$ cat src/rtl/sap_defines.svh
// Constants for the serial alternate port pin block
// Functional notes
// - Direction write loads flop; read returns it
// - Reset clears direction bits to input
// - Tx pin direction 1: drive, read latch
// - Direction 0, transmitter idle: float, read pin
// - Data write always loads output latch
// - Transmitter active forces drive of tx bit
// - Transmitter idle: latch data, direction enables
// - Open-drain select: drive low only
// - Tx pin read source follows direction bit
// - Transmitter active holds through final character
// - Tx finished: revert to direction and latch
// - Mode fault clears slave-out direction bit
// - Fault when master sees slave select
// - Slave-out pin: off as master, else direction
// - SPI enable picks slave data over latch
// - Slave-out read: internal data if driven
// - Slave-out pin level always feeds SPI input
`ifndef SAP_DEFINES_SVH
`define SAP_DEFINES_SVH
`define SAP_TX_BIT      0
`define SAP_SO_BIT      1
`define SAP_NPINS       2
`define SAP_DIR_RESET   2'h0
`define SAP_DATA_RESET  2'h0
`endif

$ cat src/rtl/sap_pkg.sv
// Types for the serial alternate port pin block
package sap_pkg;
  typedef struct packed {
    logic [1:0] dout;
    logic [1:0] oe;
  } sap_pad_s;
endpackage

$ cat src/rtl/sap_port_pins.sv
// Port pins shared with the serial transmitter and the SPI slave output
`timescale 1ns/100ps
`include "sap_defines.svh"
module sap_port_pins
  import sap_pkg::*;
(
  input  wire logic       i_sys_clk,
  input  wire logic       i_arst_n,
  input  wire logic [1:0] i_bus_wdata,
  input  wire logic       i_direction_write_strobe,
  input  wire logic       i_direction_read_strobe,
  input  wire logic       i_port_write_strobe,
  input  wire logic       i_port_read_strobe,
  input  wire logic       i_port_open_drain_select,
  input  wire logic       i_transmitter_active,
  input  wire logic       i_serial_tx_bit,
  input  wire logic       i_spi_enable_bit,
  input  wire logic       i_spi_slave_active,
  input  wire logic       i_spi_slave_out_bit,
  input  wire logic       i_spi_master_cfg,
  input  wire logic       i_spi_slave_select_n,
  input  wire logic [1:0] i_pin,
  output logic [1:0]      o_pin_out,
  output logic [1:0]      o_pin_oe,
  output logic [1:0]      o_direction_rdata,
  output logic [1:0]      o_port_rdata,
  output logic            o_spi_master_data_in,
  output logic            o_spi_mode_fault
);

////////////////////////////////////////////////////////////////////////////
  logic       rst_meta_r;
  logic       rst_sync_r;
  logic [1:0] dir_r;
  logic [1:0] latch_r;
  logic       fault_nxt;
  sap_pad_s   pad_nxt;
  logic [1:0] drv_nxt;
  logic [1:0] rd_nxt;

  // Slave-out pin drive decision, shared by the pad enable and the read mux
  // so the read-back source matches the pad enable except when open drain releases a 1.
  function automatic logic so_drive(input logic dir,
                                    input logic spi_enable_bit,
                                    input logic slave);
    so_drive = dir & ~(spi_enable_bit & ~slave);
  endfunction

  always_ff @(posedge i_sys_clk or negedge i_arst_n) begin
    if (!i_arst_n) begin
      rst_meta_r <= 1'h0;
      rst_sync_r <= 1'h0;
    end else begin
      rst_meta_r <= 1'h1;
      rst_sync_r <= rst_meta_r;
    end
  end

////////////////////////////////////////////////////////////////////////////
  // Master selected as a slave means another master is on the lines
  assign fault_nxt = i_spi_enable_bit & i_spi_master_cfg
                     & ~i_spi_slave_select_n;

  always_ff @(posedge i_sys_clk or negedge rst_sync_r) begin
    if (!rst_sync_r) begin
      dir_r <= `SAP_DIR_RESET;
    end else begin
      if (i_direction_write_strobe) begin
        dir_r <= i_bus_wdata;
      end
      // Fault beats a same-cycle write to avoid a drive fight
      if (fault_nxt) begin
        dir_r[`SAP_SO_BIT] <= 1'h0;
      end
    end
  end

  always_ff @(posedge i_sys_clk or negedge rst_sync_r) begin
    if (!rst_sync_r) begin
      latch_r <= `SAP_DATA_RESET;
    end else if (i_port_write_strobe) begin
      latch_r <= i_bus_wdata;
    end
  end

////////////////////////////////////////////////////////////////////////////
  // The transmitter keeps its active flag until the last stop bit,
  // so releasing on that flag never truncates a character.
  always_comb begin
    pad_nxt.oe[`SAP_TX_BIT] = dir_r[`SAP_TX_BIT]
                              | i_transmitter_active;
    drv_nxt[`SAP_TX_BIT]    = i_transmitter_active ? i_serial_tx_bit
                              : latch_r[`SAP_TX_BIT];
    // Slave data needs the direction bit set by software
    pad_nxt.oe[`SAP_SO_BIT] = so_drive(dir_r[`SAP_SO_BIT],
                                       i_spi_enable_bit,
                                       i_spi_slave_active);
    drv_nxt[`SAP_SO_BIT]    = i_spi_enable_bit ? i_spi_slave_out_bit
                              : latch_r[`SAP_SO_BIT];
    // Open drain: a 1 releases the pin instead of driving high
    for (int i = 0; i < `SAP_NPINS; i++) begin
      pad_nxt.dout[i] = drv_nxt[i] & ~i_port_open_drain_select;
      if (i_port_open_drain_select && drv_nxt[i]) begin
        pad_nxt.oe[i] = 1'h0;
      end
    end
    rd_nxt[`SAP_TX_BIT] = dir_r[`SAP_TX_BIT] ? latch_r[`SAP_TX_BIT]
                          : i_pin[`SAP_TX_BIT];
    rd_nxt[`SAP_SO_BIT] = so_drive(dir_r[`SAP_SO_BIT], i_spi_enable_bit,
                                   i_spi_slave_active)
                          ? drv_nxt[`SAP_SO_BIT]
                          : i_pin[`SAP_SO_BIT];
  end

////////////////////////////////////////////////////////////////////////////
  // Outputs are registered, so pins follow their causes one cycle late
  always_ff @(posedge i_sys_clk or negedge rst_sync_r) begin
    if (!rst_sync_r) begin
      o_pin_out <= 2'h0;
      o_pin_oe  <= 2'h0;
    end else begin
      o_pin_out <= pad_nxt.dout;
      o_pin_oe  <= pad_nxt.oe;
    end
  end

  always_ff @(posedge i_sys_clk or negedge rst_sync_r) begin
    if (!rst_sync_r) begin
      o_direction_rdata <= 2'h0;
      o_port_rdata      <= 2'h0;
    end else begin
      o_direction_rdata <= i_direction_read_strobe ? dir_r : 2'h0;
      o_port_rdata      <= i_port_read_strobe ? rd_nxt : 2'h0;
    end
  end

  always_ff @(posedge i_sys_clk or negedge rst_sync_r) begin
    if (!rst_sync_r) begin
      o_spi_master_data_in <= 1'h0;
      o_spi_mode_fault     <= 1'h0;
    end else begin
      o_spi_master_data_in <= i_pin[`SAP_SO_BIT];
      o_spi_mode_fault     <= fault_nxt;
    end
  end

////////////////////////////////////////////////////////////////////////////
  chk_dir_reset_zero: assert property (@(posedge i_sys_clk)
    $rose(rst_sync_r) |-> dir_r == 2'h0)
    else $error("direction not cleared by reset");

  chk_dir_write_load: assert property (@(posedge i_sys_clk)
    disable iff (!rst_sync_r)
    i_direction_write_strobe && !fault_nxt |=> dir_r == $past(i_bus_wdata))
    else $error("direction write not loaded");

  chk_latch_write: assert property (@(posedge i_sys_clk)
    disable iff (!rst_sync_r)
    i_port_write_strobe |=> latch_r == $past(i_bus_wdata))
    else $error("port write not latched");

  chk_tx_force_on: assert property (@(posedge i_sys_clk)
    disable iff (!rst_sync_r)
    i_transmitter_active && !i_port_open_drain_select |=>
      o_pin_oe[0] && o_pin_out[0] == $past(i_serial_tx_bit))
    else $error("transmitter did not drive pin");

  chk_tx_idle_float: assert property (@(posedge i_sys_clk)
    disable iff (!rst_sync_r)
    !i_transmitter_active && !dir_r[0] |=> !o_pin_oe[0])
    else $error("idle tx pin driven");

  chk_tx_read_src: assert property (@(posedge i_sys_clk)
    disable iff (!rst_sync_r)
    i_port_read_strobe |=> o_port_rdata[0] ==
      ($past(dir_r[0]) ? $past(latch_r[0]) : $past(i_pin[0])))
    else $error("tx read source wrong");

  chk_open_drain_hi: assert property (@(posedge i_sys_clk)
    disable iff (!rst_sync_r)
    i_port_open_drain_select |=> !(o_pin_oe[0] && o_pin_out[0])
      && !(o_pin_oe[1] && o_pin_out[1]))
    else $error("open drain pin driven high");

  chk_fault_clear: assert property (@(posedge i_sys_clk)
    disable iff (!rst_sync_r)
    fault_nxt |=> !dir_r[1] ##1 !o_pin_oe[1])
    else $error("mode fault left pin driven");

  chk_so_master_off: assert property (@(posedge i_sys_clk)
    disable iff (!rst_sync_r)
    i_spi_enable_bit && !i_spi_slave_active |=> !o_pin_oe[1])
    else $error("slave out driven as master");

  chk_so_data_src: assert property (@(posedge i_sys_clk)
    disable iff (!rst_sync_r)
    i_spi_enable_bit && !i_port_open_drain_select && pad_nxt.oe[1] |=>
      o_pin_out[1] == $past(i_spi_slave_out_bit))
    else $error("slave out data source wrong");

  chk_miso_feed: assert property (@(posedge i_sys_clk)
    disable iff (!rst_sync_r)
    1'b1 |=> o_spi_master_data_in == $past(i_pin[1]))
    else $error("spi input not fed from pin");

  // Reset checks run without a disable so they see the reset itself
  chk_reset_pins: assert property (@(posedge i_sys_clk)
    !rst_sync_r |-> o_pin_oe == 2'h0 && o_pin_out == 2'h0)
    else $error("pins active during reset");

  chk_reset_reads: assert property (@(posedge i_sys_clk)
    !rst_sync_r |-> o_direction_rdata == 2'h0 && o_port_rdata == 2'h0)
    else $error("read data active during reset");

  chk_dir_read_data: assert property (@(posedge i_sys_clk)
    disable iff (!rst_sync_r)
    i_direction_read_strobe |=> o_direction_rdata == $past(dir_r))
    else $error("direction read data wrong");

  chk_dir_read_idle: assert property (@(posedge i_sys_clk)
    disable iff (!rst_sync_r)
    !i_direction_read_strobe |=> o_direction_rdata == 2'h0)
    else $error("direction read data without strobe");

  chk_port_read_idle: assert property (@(posedge i_sys_clk)
    disable iff (!rst_sync_r)
    !i_port_read_strobe |=> o_port_rdata == 2'h0)
    else $error("port read data without strobe");

  chk_tx_dir_drive: assert property (@(posedge i_sys_clk)
    disable iff (!rst_sync_r)
    dir_r[0] && !i_port_open_drain_select |=> o_pin_oe[0])
    else $error("tx pin output not driven");

  chk_tx_read_latch: assert property (@(posedge i_sys_clk)
    disable iff (!rst_sync_r)
    i_port_read_strobe && dir_r[0] |=> o_port_rdata[0] == $past(latch_r[0]))
    else $error("tx read not from latch");

  chk_tx_read_active: assert property (@(posedge i_sys_clk)
    disable iff (!rst_sync_r)
    i_port_read_strobe && i_transmitter_active && !dir_r[0] |=>
      o_port_rdata[0] == $past(i_pin[0]))
    else $error("tx read not from pin while sending");

  chk_tx_idle_data: assert property (@(posedge i_sys_clk)
    disable iff (!rst_sync_r)
    !i_transmitter_active && !i_port_open_drain_select |=>
      o_pin_out[0] == $past(latch_r[0]))
    else $error("idle tx pin data not from latch");

  chk_tx_idle_oe: assert property (@(posedge i_sys_clk)
    disable iff (!rst_sync_r)
    !i_transmitter_active && !i_port_open_drain_select |=>
      o_pin_oe[0] == $past(dir_r[0]))
    else $error("idle tx pin enable not from direction");

  // A character in flight keeps the pin whatever the direction bit says
  chk_tx_active_oe: assert property (@(posedge i_sys_clk)
    disable iff (!rst_sync_r)
    i_transmitter_active && !(i_port_open_drain_select && i_serial_tx_bit)
      |=> o_pin_oe[0])
    else $error("tx pin released mid character");

  chk_tx_active_od: assert property (@(posedge i_sys_clk)
    disable iff (!rst_sync_r)
    i_transmitter_active && i_port_open_drain_select |=>
      !o_pin_out[0] && o_pin_oe[0] == !$past(i_serial_tx_bit))
    else $error("open drain tx data wrong");

  chk_tx_revert: assert property (@(posedge i_sys_clk)
    disable iff (!rst_sync_r)
    $fell(i_transmitter_active) && !i_port_open_drain_select |=>
      o_pin_oe[0] == $past(dir_r[0]) && o_pin_out[0] == $past(latch_r[0]))
    else $error("tx pin did not revert");

  chk_od_low_only: assert property (@(posedge i_sys_clk)
    disable iff (!rst_sync_r)
    i_port_open_drain_select |=> o_pin_out == 2'h0)
    else $error("open drain drove a one");

  chk_od_zero_driven: assert property (@(posedge i_sys_clk)
    disable iff (!rst_sync_r)
    i_port_open_drain_select && !i_transmitter_active && dir_r[0]
      && !latch_r[0] |=> o_pin_oe[0])
    else $error("open drain zero not driven");

  chk_od_so_release: assert property (@(posedge i_sys_clk)
    disable iff (!rst_sync_r)
    i_port_open_drain_select && i_spi_enable_bit && i_spi_slave_out_bit
      |=> !o_pin_oe[1])
    else $error("open drain slave one driven");

  chk_fault_raise: assert property (@(posedge i_sys_clk)
    disable iff (!rst_sync_r)
    i_spi_enable_bit && i_spi_master_cfg && !i_spi_slave_select_n
      |=> o_spi_mode_fault)
    else $error("mode fault not raised");

  chk_fault_quiet: assert property (@(posedge i_sys_clk)
    disable iff (!rst_sync_r)
    !(i_spi_enable_bit && i_spi_master_cfg && !i_spi_slave_select_n)
      |=> !o_spi_mode_fault)
    else $error("mode fault raised without cause");

  // A write in the fault cycle must not re-enable the contested pin
  chk_fault_dir_win: assert property (@(posedge i_sys_clk)
    disable iff (!rst_sync_r)
    fault_nxt && i_direction_write_strobe |=>
      !dir_r[1] && dir_r[0] == $past(i_bus_wdata[0]))
    else $error("write beat mode fault");

  chk_fault_keep_tx: assert property (@(posedge i_sys_clk)
    disable iff (!rst_sync_r)
    fault_nxt && !i_direction_write_strobe |=> dir_r[0] == $past(dir_r[0]))
    else $error("mode fault touched tx direction");

  chk_so_off_dir: assert property (@(posedge i_sys_clk)
    disable iff (!rst_sync_r)
    !i_spi_enable_bit && !i_port_open_drain_select |=>
      o_pin_oe[1] == $past(dir_r[1]))
    else $error("slave out enable not from direction");

  chk_so_slave_dir: assert property (@(posedge i_sys_clk)
    disable iff (!rst_sync_r)
    i_spi_enable_bit && i_spi_slave_active && !i_port_open_drain_select
      |=> o_pin_oe[1] == $past(dir_r[1]))
    else $error("slave enable not from direction");

  chk_so_latch_src: assert property (@(posedge i_sys_clk)
    disable iff (!rst_sync_r)
    !i_spi_enable_bit && !i_port_open_drain_select |=>
      o_pin_out[1] == $past(latch_r[1]))
    else $error("slave out data not from latch");

  chk_so_read_drv: assert property (@(posedge i_sys_clk)
    disable iff (!rst_sync_r)
    i_port_read_strobe
      && so_drive(dir_r[1], i_spi_enable_bit, i_spi_slave_active) |=>
      o_port_rdata[1] == $past(i_spi_enable_bit ? i_spi_slave_out_bit
                                                : latch_r[1]))
    else $error("slave out read not internal data");

  chk_so_read_pin: assert property (@(posedge i_sys_clk)
    disable iff (!rst_sync_r)
    i_port_read_strobe
      && !so_drive(dir_r[1], i_spi_enable_bit, i_spi_slave_active) |=>
      o_port_rdata[1] == $past(i_pin[1]))
    else $error("slave out read not from pin");

  chk_dir_hold: assert property (@(posedge i_sys_clk)
    disable iff (!rst_sync_r)
    !i_direction_write_strobe && !fault_nxt |=> $stable(dir_r))
    else $error("direction changed without write");

  chk_latch_hold: assert property (@(posedge i_sys_clk)
    disable iff (!rst_sync_r)
    !i_port_write_strobe |=> $stable(latch_r))
    else $error("latch changed without write");

endmodule // sap_port_pins

$ cat config.mk
export PLATFORM = sky130hd
export DESIGN_NAME = sap_port_pins
export DESIGN_NICKNAME = d
export VERILOG_FILES = /design/src/rtl/sap_pkg.sv /design/src/rtl/sap_port_pins.sv
export VERILOG_INCLUDE_DIRS = /design/src /design/src/rtl
export SDC_FILE = /design/constraint.sdc
export NUM_CORES = 1
export LEC_CHECK = 0
export BUFFER_PORTS_ARGS = -buffer_cell sky130_fd_sc_hd__clkbuf_2
export CAP_MARGIN = 20
export CORE_AREA = 2 2 39 41
export DETAILED_ROUTE_END_ITERATION = 10
export DIE_AREA = 0 0 41 43
export MAX_ROUTING_LAYER = met4
export PLACE_DENSITY = 0.76
export SETUP_SLACK_MARGIN = 0.02
export SLEW_MARGIN = 20
export SYNTH_ARGS = -nofsm -noshare
export SYNTH_HDL_FRONTEND = slang
export SYNTH_SLANG_ARGS = --single-unit
$ cat constraint.sdc
create_clock -name i_sys_clk -period 0.9 [get_ports i_sys_clk]
set_input_delay 0.09 -clock i_sys_clk [delete_from_list [all_inputs] [get_ports i_sys_clk]]
set_output_delay 0.09 -clock i_sys_clk [all_outputs]
set_load 0.03 [all_outputs]
==> results.md <==
- I/O pin cnt: 28
- Overflow left after global routing: 0
- Clock root buffer: sky130_fd_sc_hd__clkbuf_4
- Count of input and output buffers: 27
- Remaining routing DRC violations: 0
- Effective utilization at floorplan: 41.41%
- CP Capture Type: register
- Worst Path Class, Setup: register to register
- Global-route wire length before repair: 1718 µm
- Antenna violations before repair: 0
- Synthesized cell area: 573.1 µm²
- Part of the power in the clock network: 23.9%
- Netlist cell types: 15
- Hold Fails Final Rpt: 0
- Critical Path Start Type: register
- Clock latency on the worst-skew pair: ~0.28 ns
- Worst hold slack: roughly 0.0088 ns
- Number of flops mapped to enable cells by yosys: 0
- Dominant cells by area after synthesis: sky130_fd_sc_hd__dfrtp_1 (70%), sky130_fd_sc_hd__mux2_2 (5.9%), sky130_fd_sc_hd__mux2i_1 (5.2%), sky130_fd_sc_hd__nor2b_1 (3.3%), sky130_fd_sc_hd__mux2_4 (2.6%)
- Pwr dens: around 1700 nW/µm²
- Overall die height: 43 µm
- Switching fraction of total power: a little over a quarter
- Fin crit share: 117.7%
- Die outline area: between 1500 and 2000 µm²
- Clock-pin slew of the registers on the worst-case setup and hold paths: approximately 0.090 ns
- Reg power frac: roughly 54%
- Share of async-settable or async-resettable flops after synthesis: between 90% and 100%
- Final critical-path required period: roughly 1.1 ns
- Most common flop cell mapped by yosys: sky130_fd_sc_hd__dfrtp_1
- Vias: 443
- Layout Nets: 96
- Crit path setup slack, layout: -0.1597 ns
- Synth Instances: 40
- Synthesized area per cell: roughly 14 µm²
- Class of the most critical hold timing path: input port to register
- Status: complete, but fails checks
- Net count after synthesis: 58
- Number of placement rows: 14
- Weighted congestion at the end of routability-driven global placement: 0.6266
- Most common cell in the netlist: sky130_fd_sc_hd__dfrtp_1
- Post-synthesis cell type with the largest combined area: sky130_fd_sc_hd__dfrtp_1
- Required time reported for the critical path endpoint: ~1.1 ns
- Number of H-tree branching levels: 1
- Net Switching: slightly above 400 µW
- Cells along the critical path: mux2_4, o311a_1
- Layout cell share with drive strength beyond 1: 50.00%
- RSZ-0062 raised after global routing: true
- Dpl hpwl: just over 800 µm
- Multi-input combinational cell area: 173.9 µm²
- Count of nets left with antenna violations after detail routing: 0
- Max incr delay on CP: 0.39 ns
- Warnings from Yosys: 0
- Slew Limit Fails: 0
- Crit path arrival time: 1.23 ns
- Endpoints failing setup: 5
- Share of the yosys chip area belonging to registers: between 60% and 70%
- Violated checks: setup timing
- Combinational fraction of design power: roughly 23%
- Count of antenna diodes in the layout: 0
- Largest net degree at the start of global routing: 15
- Standard cell core area: ~1400 µm²
- Int Power: 1118 µW
- Synth top cells by count: sky130_fd_sc_hd__dfrtp_1 (16), sky130_fd_sc_hd__mux2_2 (3), sky130_fd_sc_hd__mux2i_1 (3), sky130_fd_sc_hd__nor2_1 (3), sky130_fd_sc_hd__nor2b_1 (3)
- Cts bufs inserted: 3
- Via-per-instance ratio: roughly 4.8
- Clock tree from TritonCTS: built
- Maximum buffer depth of the clock tree: 2
- Average wire per standard cell: ~12 µm
- Max-cap check violation count: 0
- Max VDD drop: ~0.0009 V
- Pleak: between 0.0004 and 0.0005 µW
- Width of the die: between 40 and 50 µm
- Number of global-route vias before repair: 440
- Overall global routing resource usage: 15.63%
- Pre-antenna DRT Iters: 4
- Clock sink count: 16
- Final clock skew: approximately 0.0065 ns
- Critical-path maximum fanout: 2
- Area Overhead vs Synth: 58.52%
- Sequential cell area: roughly 400 µm²
- Top cell type's share of synthesized area: between 60% and 70%
- Fill cells: around 110
- Total design power: roughly 1500 µW
- Highest achievable clock rate: ~940 MHz
- Starting DRT DRC Count: 5
- Flip-flop and latch count after synthesis: 16
- Worst-path cell with the longest stage delay: sky130_fd_sc_hd__dfrtp_1
- Routed wire length: ~1100 µm
worst max-delay path, delay by kind of cell (launching register included):
| family | cells | cell delay (ns) |
|---|---|---|
| compound gates | 1 | 0.29 |
| flops | 1 | 0.39 |
| mux | 1 | 0.28 |
final cells by class:
cell class | count | area share (%)
multi-input combinational | 23 | 19.15
tap | 16 | 2.204
inverter | 1 | 0.4132
sequential | 16 | 44.08
clock buffer | 3 | 2.479
timing repair buffer | 33 | 31.68
layout by cell type, fill, tap and decap left out, types with 2 or more instances in the layout:
master                          synthesis  layout
sky130_fd_sc_hd__clkbuf_2               0      17
sky130_fd_sc_hd__dfrtp_1               16      16
sky130_fd_sc_hd__buf_8                  0      10
sky130_fd_sc_hd__mux2i_1                3       3
sky130_fd_sc_hd__nor2b_1                3       3
sky130_fd_sc_hd__nor2_1                 3       3
sky130_fd_sc_hd__mux2_2                 3       3
sky130_fd_sc_hd__clkbuf_4               0       3
sky130_fd_sc_hd__dlygate4sd3_1          0       3
sky130_fd_sc_hd__buf_4                  0       3
sky130_fd_sc_hd__and2_1                 2       2
sky130_fd_sc_hd__nand2_1                2       2
per-stage QoR:
step           setup slack, ns  util, %  area, µm²  setup TNS [ns]  instances
2_1_floorplan          -0.1170        -      573.1         -0.1353         40
3_3_place_gp           -0.1271    53.71      743.2         -0.1666         85
3_5_place_dp           -0.1527    53.71      743.2         -0.2113         85
4_1_cts                -0.1573    64.74      895.9         -0.4437         92
5_1_grt                -0.1936    65.64      908.4         -0.8437         92
6_report               -0.1597    65.64      908.4         -0.4385         92
timing repair:
action | CTS | global route
hold buffers | 3 | 0
gates resized for setup | 21 | 10
setup endpoints to repair | 13 | 13
pin swaps | 1 | 0
endpoints found under the hold margin | 4 | 0
setup buffers | 1 | 0
layer usage:
layer / global-route usage (%) / routed length, µm / up-vias
met4: 10.00 / 21 / 0
met1: 15.73 / 405 / 210
met3: 4.712 / 89 / 4
met5: - / 0 / -
met2: 24.69 / 587 / 23
li1: - / - / 206
flip-flops by register name, indices dropped and copies added, names as in the netlist:
register,count
o_spi_master_data_in,1
o_pin_oe,2
o_spi_mode_fault,1
o_port_rdata,2
latch_r,2
o_direction_rdata,2
rst_sync_r,1
o_pin_out,2
dir_r,2
rst_meta_r,1
power groups by stage:
stage	clock network, µW	registers, µW	logic, µW
after floorplan	0	892	69.3
after detailed placement	0	815	257
after global placement	0	811	251
final	363	814	343
after global routing	408	820	370
after CTS	365	806	329
cell families (layout without fill, tap and decap cells):
logic type,count (synthesis),count (layout),share of synthesized area [%]
AO/OA/AOI/OAI,5,5,6.333
buffers and inverters,1,37,0.6544
flip-flops,16,16,69.87
multiplexers,7,7,13.75
other,1,1,0.6544
AND/OR/NAND/NOR,10,10,8.734
path summary, 6_finish.rpt:
check	start	to	slack (ns)	cells after the start
max	latch_r[1]	o_port_rdata[1]	-0.16	2
min	i_serial_tx_bit	o_pin_oe[0]	0.009	2
max reg2reg	latch_r[1]	o_port_rdata[1]	-0.16	2
min reg2reg	rst_sync_r	o_pin_out[0]	0.16	1
max in group asynchronous	rst_sync_r	latch_r[0]	0.57	1
min in group asynchronous	i_arst_n	rst_sync_r	0.12	2
Note: power is estimated with default switching activity, not from simulation.
